==> src/inc/alu_consts.svh <==
// Purpose: offsets, field positions, reset values of the arithmetic unit
// Assumes: included by every design file that needs them
// Notes: byte addresses on the register bus
`ifndef ALU_CONSTS_SVH
`define ALU_CONSTS_SVH
`define REG_CTRL 8'h00
`define REG_DEST 8'h04
`define REG_SRC 8'h08
`define REG_IMM 8'h0c
`define REG_STATUS 8'h10
`define STATUS_BUSY_BIT 8
`define OP_FIELD_W 5
`define OP_COUNT 5'h12
`define FLAG_C 0
`define FLAG_Z 1
`define FLAG_N 2
`define FLAG_V 3
`define FLAG_S 4
`define FLAG_H 5
`define FLAGS_W 6
`define MASK_ARITH 6'h2f
`define MASK_LOGIC 6'h0e
`define MASK_INVERSE 6'h0f
`define MASK_WORD 6'h1f
`define MASK_NONE 6'h00
`define FLAGS_RESET 6'h00
`define DEST_RESET 16'h0000
`define BYTE_RESET 8'h00
`define ALL_ONES 8'hff
`endif

==> src/inc/alu_pkg.sv <==
// Purpose: types shared by the arithmetic unit files
// Assumes: nothing
// Notes: op codes follow the enum order
package alu_pkg;
  typedef enum logic [4:0] {
    op_add, op_add_carry, op_sub, op_sub_borrow, op_sub_const,
    op_sub_borrow_const, op_and, op_and_const, op_or, op_or_const,
    op_xor, op_ones_inverse, op_bit_set, op_bit_clear, op_plus_one,
    op_minus_one, op_word_sum, op_word_diff
  } op_t;
  typedef enum logic [1:0] {
    st_idle, st_byte, st_word_lo, st_word_hi
  } state_t;
endpackage : alu_pkg

==> src/hdl/byte_alu_core.sv <==
// Purpose: combinational 8-bit arithmetic and logic step
// Assumes: only the basic ops reach it; constant forms mapped outside
// Notes: carry output means borrow for subtraction
`timescale 1ns/1ps
`default_nettype none
`include "alu_consts.svh"
module byte_alu_core
  import alu_pkg::*;
(
  input wire op_t op,
  input wire logic [7:0] a,
  input wire logic [7:0] b,
  input wire logic cin,
  output logic [7:0] res,
  output logic c,
  output logic v,
  output logic h
);
  wire is_sub = (op == op_sub) || (op == op_sub_borrow);
  wire use_cin = (op == op_add_carry) || (op == op_sub_borrow);
  wire [8:0] ci9 = {8'h00, use_cin & cin};
  wire [4:0] ci5 = {4'h0, use_cin & cin};
  wire [8:0] sum9 = is_sub ? ({1'b0, a} - {1'b0, b} - ci9)
                           : ({1'b0, a} + {1'b0, b} + ci9);
  wire [4:0] nib5 = is_sub ? ({1'b0, a[3:0]} - {1'b0, b[3:0]} - ci5)
                           : ({1'b0, a[3:0]} + {1'b0, b[3:0]} + ci5);
  wire r7 = sum9[7];
  wire v_add = (a[7] & b[7] & ~r7) | (~a[7] & ~b[7] & r7);
  wire v_sub = (a[7] & ~b[7] & ~r7) | (~a[7] & b[7] & r7);

  always_comb begin
    res = sum9[7:0];
    c = sum9[8];
    v = is_sub ? v_sub : v_add;
    h = nib5[4];
    case (op)
      op_add, op_add_carry, op_sub, op_sub_borrow: begin
      end
      op_and: begin
        res = a & b;
        v = 1'b0;
      end
      op_or: begin
        res = a | b;
        v = 1'b0;
      end
      op_xor: begin
        res = a ^ b;
        v = 1'b0;
      end
      op_ones_inverse: begin
        res = `ALL_ONES - a;
        c = 1'b1;
        v = 1'b0;
      end
      op_plus_one: begin
        res = a + 8'h01;
        v = (a == 8'h7f);
      end
      op_minus_one: begin
        res = a - 8'h01;
        v = (a == 8'h80);
      end
      default: begin
        res = a;
        c = 1'b0;
        v = 1'b0;
        h = 1'b0;
      end
    endcase
  end
endmodule : byte_alu_core
`default_nettype wire

==> src/hdl/flag_merge.sv <==
// Purpose: forms the new status flags from a result and an update mask
// Assumes: wide selects the 16-bit view of the result
// Notes: flags outside the mask keep their old value
`timescale 1ns/1ps
`default_nettype none
`include "alu_consts.svh"
module flag_merge (
  input wire logic [`FLAGS_W-1:0] old_flags,
  input wire logic [`FLAGS_W-1:0] mask,
  input wire logic [15:0] res16,
  input wire logic wide,
  input wire logic c,
  input wire logic v,
  input wire logic h,
  output logic [`FLAGS_W-1:0] new_flags
);
  wire z = wide ? (res16 == 16'h0000) : (res16[7:0] == 8'h00);
  wire n = wide ? res16[15] : res16[7];
  logic [`FLAGS_W-1:0] calc;
  always_comb begin
    calc = `FLAGS_RESET;
    calc[`FLAG_C] = c;
    calc[`FLAG_Z] = z;
    calc[`FLAG_N] = n;
    calc[`FLAG_V] = v;
    calc[`FLAG_S] = n ^ v;
    calc[`FLAG_H] = h;
  end
  genvar i;
  generate
    for (i = 0; i < `FLAGS_W; i++) begin : g_bit
      assign new_flags[i] = mask[i] ? calc[i] : old_flags[i];
    end
  endgenerate
endmodule : flag_merge
`default_nettype wire

==> src/hdl/eight_bit_arith_logic_unit.sv <==
// Purpose: 8-bit arithmetic and logic unit with 16-bit pair ops, on APB
// Assumes: one clock; a write to the control word starts an operation
// Notes: the bus stalls while an operation runs
// Function
// - register sum, carry sum, five flags, one clock
// - pair plus constant, five flags, two clocks
// - pair minus constant, five flags, two clocks
// - register difference, borrow variant, one clock
// - destination minus constant, one clock
// - destination minus constant minus carry
// - AND with register or constant
// - OR with register or constant
// - XOR of registers, Z N V only
// - ones inverse sets Z C N V
// - bit set mask ORs constant in
// - bit clear mask ANDs inverted constant
// - plus one keeps carry
// - minus one keeps carry
`timescale 1ns/1ps
`default_nettype none
`include "alu_consts.svh"
module eight_bit_arith_logic_unit
  import alu_pkg::*;
(
  input wire logic pclk,
  input wire logic presetn,
  input wire logic psel,
  input wire logic penable,
  input wire logic pwrite,
  input wire logic [7:0] paddr,
  input wire logic [31:0] pwdata,
  output logic [31:0] prdata,
  output logic pready,
  output logic pslverr,
  output logic [`FLAGS_W-1:0] status_flags
);
  state_t state_reg;
  op_t op_reg;
  logic [15:0] dest_reg;
  logic [7:0] src_reg;
  logic [7:0] imm_reg;
  logic [`FLAGS_W-1:0] flags_reg;
  logic word_carry_reg;
  logic pready_reg;
  logic pslverr_reg;
  logic [31:0] prdata_reg;

  wire busy = (state_reg != st_idle);
  wire access = psel & penable;
  // answer one cycle into the access phase, never while busy
  wire first_edge = access & ~pready_reg & ~busy;
  wire done = access & pready_reg;
  wire wr = done & pwrite & ~pslverr_reg;
  wire sel_ctrl = (paddr == `REG_CTRL);
  wire sel_dest = (paddr == `REG_DEST);
  wire sel_src = (paddr == `REG_SRC);
  wire sel_imm = (paddr == `REG_IMM);
  wire sel_stat = (paddr == `REG_STATUS);
  wire mapped = sel_ctrl | sel_dest | sel_src | sel_imm | sel_stat;
  wire op_ok = (pwdata[`OP_FIELD_W-1:0] < `OP_COUNT);
  wire bad = ~mapped | (pwrite & sel_ctrl & ~op_ok);
  wire op_t new_op = op_t'(pwdata[`OP_FIELD_W-1:0]);
  wire start = wr & sel_ctrl;
  wire new_is_word = (new_op == op_word_sum) || (new_op == op_word_diff);

  logic [31:0] rd_data;
  always_comb begin
    rd_data = 32'h0000_0000;
    if (sel_ctrl) begin
      rd_data[`OP_FIELD_W-1:0] = op_reg;
    end else if (sel_dest) begin
      rd_data[15:0] = dest_reg;
    end else if (sel_src) begin
      rd_data[7:0] = src_reg;
    end else if (sel_imm) begin
      rd_data[7:0] = imm_reg;
    end else if (sel_stat) begin
      rd_data[`FLAGS_W-1:0] = flags_reg;
      rd_data[`STATUS_BUSY_BIT] = busy;
    end
  end

  // map each operation onto the core and pick the flags it may touch
  op_t core_op;
  logic [7:0] core_b;
  logic core_cin;
  logic [`FLAGS_W-1:0] upd_mask;
  wire carry_in = flags_reg[`FLAG_C];
  wire hi_step = (state_reg == st_word_hi);
  always_comb begin
    core_op = op_reg;
    core_b = src_reg;
    core_cin = carry_in;
    upd_mask = `MASK_LOGIC;
    case (op_reg)
      op_add, op_add_carry: upd_mask = `MASK_ARITH;
      op_sub, op_sub_borrow: upd_mask = `MASK_ARITH;
      op_sub_const: begin
        core_op = op_sub;
        core_b = imm_reg;
        upd_mask = `MASK_ARITH;
      end
      op_sub_borrow_const: begin
        core_op = op_sub_borrow;
        core_b = imm_reg;
        upd_mask = `MASK_ARITH;
      end
      op_and: upd_mask = `MASK_LOGIC;
      op_and_const: begin
        core_op = op_and;
        core_b = imm_reg;
      end
      op_or: upd_mask = `MASK_LOGIC;
      op_or_const: begin
        core_op = op_or;
        core_b = imm_reg;
      end
      op_xor: upd_mask = `MASK_LOGIC;
      op_ones_inverse: upd_mask = `MASK_INVERSE;
      op_bit_set: begin
        core_op = op_or;
        core_b = imm_reg;
      end
      op_bit_clear: begin
        core_op = op_and;
        core_b = `ALL_ONES - imm_reg;
      end
      op_plus_one: upd_mask = `MASK_LOGIC;
      op_minus_one: upd_mask = `MASK_LOGIC;
      // low byte adds constant, high byte takes carry
      op_word_sum: begin
        core_op = hi_step ? op_add_carry : op_add;
        core_b = hi_step ? `BYTE_RESET : imm_reg;
        core_cin = word_carry_reg;
        upd_mask = `MASK_WORD;
      end
      // low byte subtracts constant, high byte the borrow
      op_word_diff: begin
        core_op = hi_step ? op_sub_borrow : op_sub;
        core_b = hi_step ? `BYTE_RESET : imm_reg;
        core_cin = word_carry_reg;
        upd_mask = `MASK_WORD;
      end
      default: upd_mask = `MASK_NONE;
    endcase
  end

  logic [7:0] core_res;
  logic core_c;
  logic core_v;
  logic core_h;
  wire [7:0] core_a = hi_step ? dest_reg[15:8] : dest_reg[7:0];
  byte_alu_core u_core (
    .op(core_op),
    .a(core_a),
    .b(core_b),
    .cin(core_cin),
    .res(core_res),
    .c(core_c),
    .v(core_v),
    .h(core_h)
  );

  // byte steps judge the fresh result, the high step the whole pair
  wire [15:0] flag_res = hi_step ? {core_res, dest_reg[7:0]}
                                 : {dest_reg[15:8], core_res};
  logic [`FLAGS_W-1:0] flags_calc;
  flag_merge u_flags (
    .old_flags(flags_reg),
    .mask(upd_mask),
    .res16(flag_res),
    .wide(hi_step),
    .c(core_c),
    .v(core_v),
    .h(core_h),
    .new_flags(flags_calc)
  );

  // flags move at the end of an operation or on a bus write to the status register
  wire flags_upd = (state_reg == st_byte) | hi_step;
  wire [`FLAGS_W-1:0] flags_next = flags_upd ? flags_calc
                                 : (wr & sel_stat)
                                 ? pwdata[`FLAGS_W-1:0] : flags_reg;
  wire lo_upd = (state_reg == st_byte) | (state_reg == st_word_lo);
  wire [15:0] dest_next = lo_upd ? {dest_reg[15:8], core_res}
                        : hi_step ? {core_res, dest_reg[7:0]}
                        : (wr & sel_dest) ? pwdata[15:0] : dest_reg;

  state_t state_next;
  always_comb begin
    case (state_reg)
      st_idle: begin
        state_next = st_idle;
        if (start) begin
          state_next = new_is_word ? st_word_lo : st_byte;
        end
      end
      st_word_lo: state_next = st_word_hi;
      default: state_next = st_idle;
    endcase
  end

  always_ff @(posedge pclk or negedge presetn) begin
    if (!presetn) begin
      state_reg <= st_idle;
      op_reg <= op_add;
      dest_reg <= `DEST_RESET;
      flags_reg <= `FLAGS_RESET;
      word_carry_reg <= 1'b0;
    end else begin
      state_reg <= state_next;
      if (start) begin
        op_reg <= new_op;
      end
      dest_reg <= dest_next;
      flags_reg <= flags_next;
      if (state_reg == st_word_lo) begin
        word_carry_reg <= core_c;
      end
    end
  end

  always_ff @(posedge pclk or negedge presetn) begin
    if (!presetn) begin
      src_reg <= `BYTE_RESET;
      imm_reg <= `BYTE_RESET;
    end else begin
      if (wr & sel_src) begin
        src_reg <= pwdata[7:0];
      end
      if (wr & sel_imm) begin
        imm_reg <= pwdata[7:0];
      end
    end
  end

  always_ff @(posedge pclk or negedge presetn) begin
    if (!presetn) begin
      pready_reg <= 1'b0;
      pslverr_reg <= 1'b0;
      prdata_reg <= 32'h0000_0000;
    end else begin
      pready_reg <= first_edge;
      pslverr_reg <= first_edge & bad;
      if (first_edge) begin
        prdata_reg <= pwrite ? 32'h0000_0000 : rd_data;
      end
    end
  end

  assign prdata = prdata_reg;
  assign pready = pready_reg;
  assign pslverr = pslverr_reg;
  assign status_flags = flags_reg;

  wire [7:0] d8 = dest_reg[7:0];
  wire fc = flags_reg[`FLAG_C];
  wire in_byte = (state_reg == st_byte);
endmodule : eight_bit_arith_logic_unit
`default_nettype wire

==> config.mk <==
export PLATFORM = sky130hd
export DESIGN_NAME = eight_bit_arith_logic_unit
export DESIGN_NICKNAME = d
export VERILOG_FILES = /design/src/inc/alu_pkg.sv /design/src/hdl/byte_alu_core.sv /design/src/hdl/flag_merge.sv /design/src/hdl/eight_bit_arith_logic_unit.sv
export VERILOG_INCLUDE_DIRS = /design/src /design/src/inc
export SDC_FILE = /design/constraint.sdc
export NUM_CORES = 1
export LEC_CHECK = 0
export BUFFER_PORTS_ARGS = -buffer_cell sky130_fd_sc_hd__buf_4
export CELL_PAD_IN_SITES_DETAIL_PLACEMENT = 1
export CELL_PAD_IN_SITES_GLOBAL_PLACEMENT = 1
export CORE_ASPECT_RATIO = 0.8
export CORE_UTILIZATION = 47
export CTS_CLUSTER_DIAMETER = 200
export DETAILED_ROUTE_END_ITERATION = 8
export PLACE_DENSITY_LB_ADDON = 0.2
export SLEW_MARGIN = 0
export SYNTH_ARGS = -nofsm -noshare
export SYNTH_HDL_FRONTEND = slang
export SYNTH_SLANG_ARGS = --single-unit
==> constraint.sdc <==
create_clock -name pclk -period 7.2 [get_ports pclk]
set_input_delay 1.44 -clock pclk [delete_from_list [all_inputs] [get_ports pclk]]
set_output_delay 1.44 -clock pclk [all_outputs]
set_load 0.01 [all_outputs]
---- After elaboration in Yosys (flattened, before gate mapping) ----
Cells that the tools add are included.
word-level totals
  flip-flop bits (word level) ............. 80
  bits of input ports ..................... 45
  output and inout bits ................... 40
cells by class
  $add $sub $neg .......................... 12
  order comparisons ....................... 1
  equality and inequality tests ........... 44
  muxes and demuxes ....................... 44
  bitwise logic cells ..................... 45
  reduce and logical (&&, ||, !) cells .... 30
operator list
  kind                                                                     count
  5-bit by 4-bit equality test with 1-bit output, second input constant    13
  16-bit two-way mux                                                       4
  8-bit one-hot mux with 7 select lines                                    1
  8-bit two-way mux                                                        4
  5-bit one-hot mux with 6 select lines                                    1
  5-bit by 3-bit equality test with 1-bit output, second input constant    5
  6-bit two-way mux                                                        4
  6-bit one-hot mux with 4 select lines                                    1
  8-bit one-hot mux with 3 select lines                                    1
  1-bit AND                                                                23
  5-bit by 2-bit equality test with 1-bit output, second input constant    4
  5-bit equality test, second input constant                               4
  9-bit two-way mux                                                        2
  9-bit OR reduction                                                       2
  8-bit by 4-bit equality test with 1-bit output, second input constant    2
  16-bit zero test                                                         1
  8-bit zero test                                                          2
  1-bit two-way mux                                                        16
  2-bit AND reduction                                                      8
  8-bit subtractor, first input constant                                   2
  2-bit by 1-bit inequality test with 1-bit output, second input constant  7
  11-bit two-way mux                                                       1
  5-bit by 1-bit equality test with 1-bit output, second input constant    2
  5-bit zero test                                                          2
  other kinds (37)                                                         64

---- Logic depth before layout (Yosys ltp) ----
  depth in word-level cells ............... 16
  depth in mapped cells ................... 19

---- Cells and area by module ----
From an unflattened synthesis, not the netlist that was laid out.
second synthesis, totals
  cell total of the unflattened synthesis .. 704
  area, all modules ....................... 6139.6 um^2
modules (own cells, without submodules)
  module                      times used  cells an instance  area each (um^2)  sequential area each (um^2)
  eight_bit_arith_logic_unit  1           412                4058.9            1601.5
  byte_alu_core               1           276                1954.4            0.0
  flag_merge                  1           16                 126.4             0.0

---- Least setup slack after synthesis ----
Ideal clock, no wire load.
  kind .................................... reg-to-reg
  from .................................... reg op_reg[3]
  to ...................................... reg dest_reg[14]
  arrival ................................. 3.992 ns
  data required time ...................... 7.075 ns
  path slack .............................. 3.083 ns
  cell stages (with the launch flop) ...... 19
  path buffers ............................ 2
  path through ............................ dfrtp_1 buf_4 buf_2 a21oi_1 o22ai_1 a21oi_1 a221o_1 inv_1 fa_1 fa_1 o21a_1 nor4_1 nor3_1 xnor2_1 a221oi_1 a22oi_1 a21oi_1 a21oi_1 mux2_2
on the way
  cells in the longest elaborated chain, start to end .. 10
ends and longest elaborated chain
  item                                                                                            RTL line                           text
  start: declaration                                                                              eight_bit_arith_logic_unit.sv:38   op_t op_reg;
  start signal: assignment                                                                        eight_bit_arith_logic_unit.sv:206  op_reg <= op_add;
  start signal: assignment                                                                        eight_bit_arith_logic_unit.sv:213  op_reg <= new_op;
  parallel branches: the longest is 8 deep, another holds 8-bit by 8-bit adder with 9-bit output  -
  8-bit one-hot mux with 7 select lines *                                                         byte_alu_core.sv:36                case (op)
  16-bit two-way mux *                                                                            eight_bit_arith_logic_unit.sv:186  : hi_step ? {core_res, dest_reg[7:0]}
  end signal: assignment                                                                          eight_bit_arith_logic_unit.sv:207  dest_reg <= `DEST_RESET;
  end signal: assignment                                                                          eight_bit_arith_logic_unit.sv:215  dest_reg <= dest_next;
  end: declaration                                                                                eight_bit_arith_logic_unit.sv:39   logic [15:0] dest_reg;
Every way passes the cells marked *. The select of a mux whose other input is x is not followed.
A chain may end at the register's enable or synchronous reset.

---- Final worst setup path ----
  from .................................... reg op_reg[3]
  to ...................................... reg flags_reg[1] (netlist: status_flags[1])
on the way
  cells in the longest elaborated chain, start to end .. 14
ends and longest elaborated chain
  item                                                                                             RTL line                           text
  parallel branches: the longest is 14 deep, another holds 8-bit by 8-bit adder with 9-bit output  -
  end signal: assignment                                                                           eight_bit_arith_logic_unit.sv:208  flags_reg <= `FLAGS_RESET;
  end signal: assignment                                                                           eight_bit_arith_logic_unit.sv:216  flags_reg <= flags_next;
  end: declaration                                                                                 eight_bit_arith_logic_unit.sv:42   logic [`FLAGS_W-1:0] flags_reg;
Parallel ways; which one is timed is not known. The select of a mux whose other input is x is not followed.

==> flow_summary.yaml <==
synth:
  async_flop_share_pct: 100
  synth_top_flop_cell: "dfrtp_1"
  avgSynthCellArea_um2: 8.89
  synthDistinctLibCells: 71
  synth.yosys.warnings: 0
  synth_seq_cells: 64
  synthesis.area_um2: 5490
  synth_edf_count: 0
  syn-instance-count: 617
  ys_seq_area_share_pct: 29.2
critical_path:
  end_kind: "flip-flop"
  r2r_cells: 16
  worstPathMaxFanout: 23
  rr_endpoint: "status_flags[1]"
  path_cells: "nor2_1, and3_1, a21oi_1, a221o_1, inv_1, fa_1, fa_1, o21a_1, nor4_1, nor3_1, xnor2_1, a221oi_1, a22oi_1, a21oi_1, nand4b_1, o31ai_1"
  critPathLaunch: "op_reg[3]"
  crit_arrival_ps: 5850
  worstSetupPathType: "flip-flop to flip-flop"
  required_ps: 7450
  cp_slowest_cell: "dfrtp_1"
  reg2reg_from: "op_reg[3]"
  worstSetupStartpointType: "flip-flop"
  crit_path_max_incr_delay_ps: 820
  crit_end: "status_flags[1]"
  rrSetupSlack_ps: 1590
sta:
  tightest_slew_ps: 1060
  fin_skew_ps: 4.86
  period_share_pct: 77.9
  setup_viol: 0
  max_clock_freq_mhz: 178
  report.final.slew_viol_count: 0
  min_period_ps: 5610
  fin_setup_tns_ps: 0
  setup_ws_ps: 1590
  rsz0062_at_grt: "no"
  maxSlewHeadroom_pct: 29.2
  hold_viol: 0
min_path:
  min_path_type: "flip-flop to flip-flop"
clocking:
  clock-root-buffer: "clkbuf_16"
  cts_buffer_depth: 2
  cts_tree: "done"
  hold_buffers: 0
  cts_resized: 0
  h-tree-depth: 3
  postCtsSetupBuffers: 0
  cts_buffers: 9
  cts.sinks: 64
  clk_latency_ps: 340
  clk_pin_slew_ps: 60
final_layout:
  seq_area_um2: 1600
  nNetsFinal: 748
  syn_to_final_growth_pct: 12.6
  nFillCells: 1304
  drive_above_1_share_pct: 19.6
  diodes: 0
  multi_input_area_um2: 3540
grt:
  grt_usage_pct: 32.0
  antenna_found_initial: 0
  grt_pass1_vias: 5220
  grt_max_degree: 65
  grt_pass1_wl_um: 29200
  grt-ovfl-total: 0
power_and_ir_drop:
  p_per_area_nw_per_um2: 143
  seq_power_share_pct: 41.3
  p_clk_share_pct: 49.9
  p_sw_uw: 226
  p_leak_nw: 2.80
  combPwrFrac_pct: 8.8
  swShare_pct: 25.5
  p_int_uw: 659
  ir_drop_mv: 0.116
placement:
  place_congestion: 0.867
  dp_hpwl_um: 14000
  portBuffers: 52
  dpl_worst_slack_ps: 1900
floorplan:
  die_width_um: 123
  num_io_pins: 85
  dieArea_um2: 12100
  placementRows: 34
  die_h_um: 98.6
  start_util_pct: 49.4
  core_area_um2: 11100
routing:
  dr.first_iter.drc_count: 367
  drc_errors: 0
  avgViaCountPerCell: 6.23
  vias: 5027
  final_antenna_net_count: 0
  wirelength_um: 18400
  drt_pass1_iterations: 5
  wire_per_inst_um: 22.8
outcome:
  outcome: "complete, no violations"
run:
  cap_violations: 0
## cell usage after synthesis (5+ instances only)
| library cell | instances | area share [%] |
|---|---|---|
| nor3_1 | 13 | 1.2 |
| inv_1 | 38 | 2.6 |
| nor2_1 | 59 | 4.0 |
| nor2b_1 | 5 | 0.57 |
| o21ai_0 | 36 | 3.3 |
| a21o_1 | 5 | 0.68 |
| buf_4 | 18 | 2.5 |
| a22oi_1 | 6 | 0.82 |
| ha_1 | 40 | 9.1 |
| or2_2 | 6 | 0.68 |
| a221o_1 | 8 | 1.5 |
| nand2_1 | 57 | 3.9 |
| or3_1 | 5 | 0.57 |
| dfrtp_1 | 64 | 29 |
| mux2_2 | 27 | 5.5 |
| o211ai_1 | 6 | 0.82 |
| fa_1 | 5 | 1.8 |
| mux2i_1 | 29 | 5.3 |
| a21oi_1 | 42 | 3.8 |
| nand3_1 | 10 | 0.91 |
| buf_2 | 5 | 0.46 |
| clkbuf_1 | 9 | 0.62 |
| xnor2_1 | 10 | 1.6 |
| a221oi_1 | 9 | 1.4 |
| and3_1 | 6 | 0.68 |
| a22o_1 | 7 | 1.1 |
| xor2_1 | 6 | 0.96 |
| o221ai_1 | 7 | 1.1 |
## placed cells by master (no fill, tap or decap), types with 13 or more instances in the layout
cell type  instances
nor3_1            13
a21oi_1           42
mux2_2            27
nor2_1            59
o21ai_0           36
ha_1              40
mux2i_1           29
dfrtp_1           64
buf_4             54
nand2_1           57
conb_1            16
inv_1             38
## cell type report
| type | count | share of cell area (%) |
|---|---|---|
| clock inverter | 7 | 1.18 |
| sequential | 64 | 25.9 |
| tap | 144 | 2.92 |
| multi-input combinational | 489 | 57.3 |
| timing repair buffer | 54 | 6.57 |
| clock buffer | 9 | 3.65 |
| inverter | 40 | 2.45 |
## worst min-delay path by stage
stage | startpoint | end | slack [ps] | cells after the start
6_report | prdata[7] | prdata[7] | 480 | 2
3_3_place_gp | prdata[6] | prdata[6] | 450 | 2
2_1_floorplan | dest_reg[10] | prdata[10] | 480 | 1
5_1_grt | prdata[13] | prdata[13] | 530 | 1
3_5_place_dp | prdata[7] | prdata[7] | 470 | 2
4_1_cts | prdata[6] | prdata[6] | 480 | 2
## worst max-delay path, delay by kind of cell, from the launching register on
kind	cells	cell delay [ps]
fa+ha+maj	2	930
simple gates	5	1030
compound gates	7	2500
flops	1	820
buf+inv	1	110
xor+xnor	1	150
## kinds of logic (layout without fill, tap and decap cells)
group	after synthesis	after routing	synth area share, %
xor+xnor	16	16	2.55
buf+inv	79	110	7.32
other cells	1	16	0.0684
flops	64	64	29.2
fa+ha+maj	46	46	11.2
mux	58	58	11.4
compound gates	164	164	21.2
simple gates	189	189	17.2
## stage by stage
stage          cell area, um2  total power [mW]  cells  hold slack, ps  util, %
2_1_floorplan            5540             0.417    632             483        -
3_3_place_gp             5880             0.445    791             454     52.9
3_5_place_dp             5880             0.448    791             468     52.9
4_1_cts                  6170             0.887    807             483     55.6
5_1_grt                  6170             0.911    807             528     55.6
6_report                 6170             0.885    807             479     55.6
## metal layers
layer	track usage (%)	share of wire, %	vias to the layer above
met5	0	0	-
met1	45.7	46	2543
li1	-	-	2276
met2	50.5	46	179
met3	4.92	6.1	29
met4	7.97	1.8	0
## power groups by stage
stage	Clock (mW)	Combinational, mW	Sequential (mW)
6_report	0.441	0.0781	0.365
5_1_grt	0.461	0.0852	0.366
4_1_cts	0.444	0.0771	0.365
3_5_place_dp	0	0.0766	0.372
3_3_place_gp	0	0.0738	0.371
2_1_floorplan	0	0.0462	0.371
No activity file was read; power rests on OpenSTA's default activity.
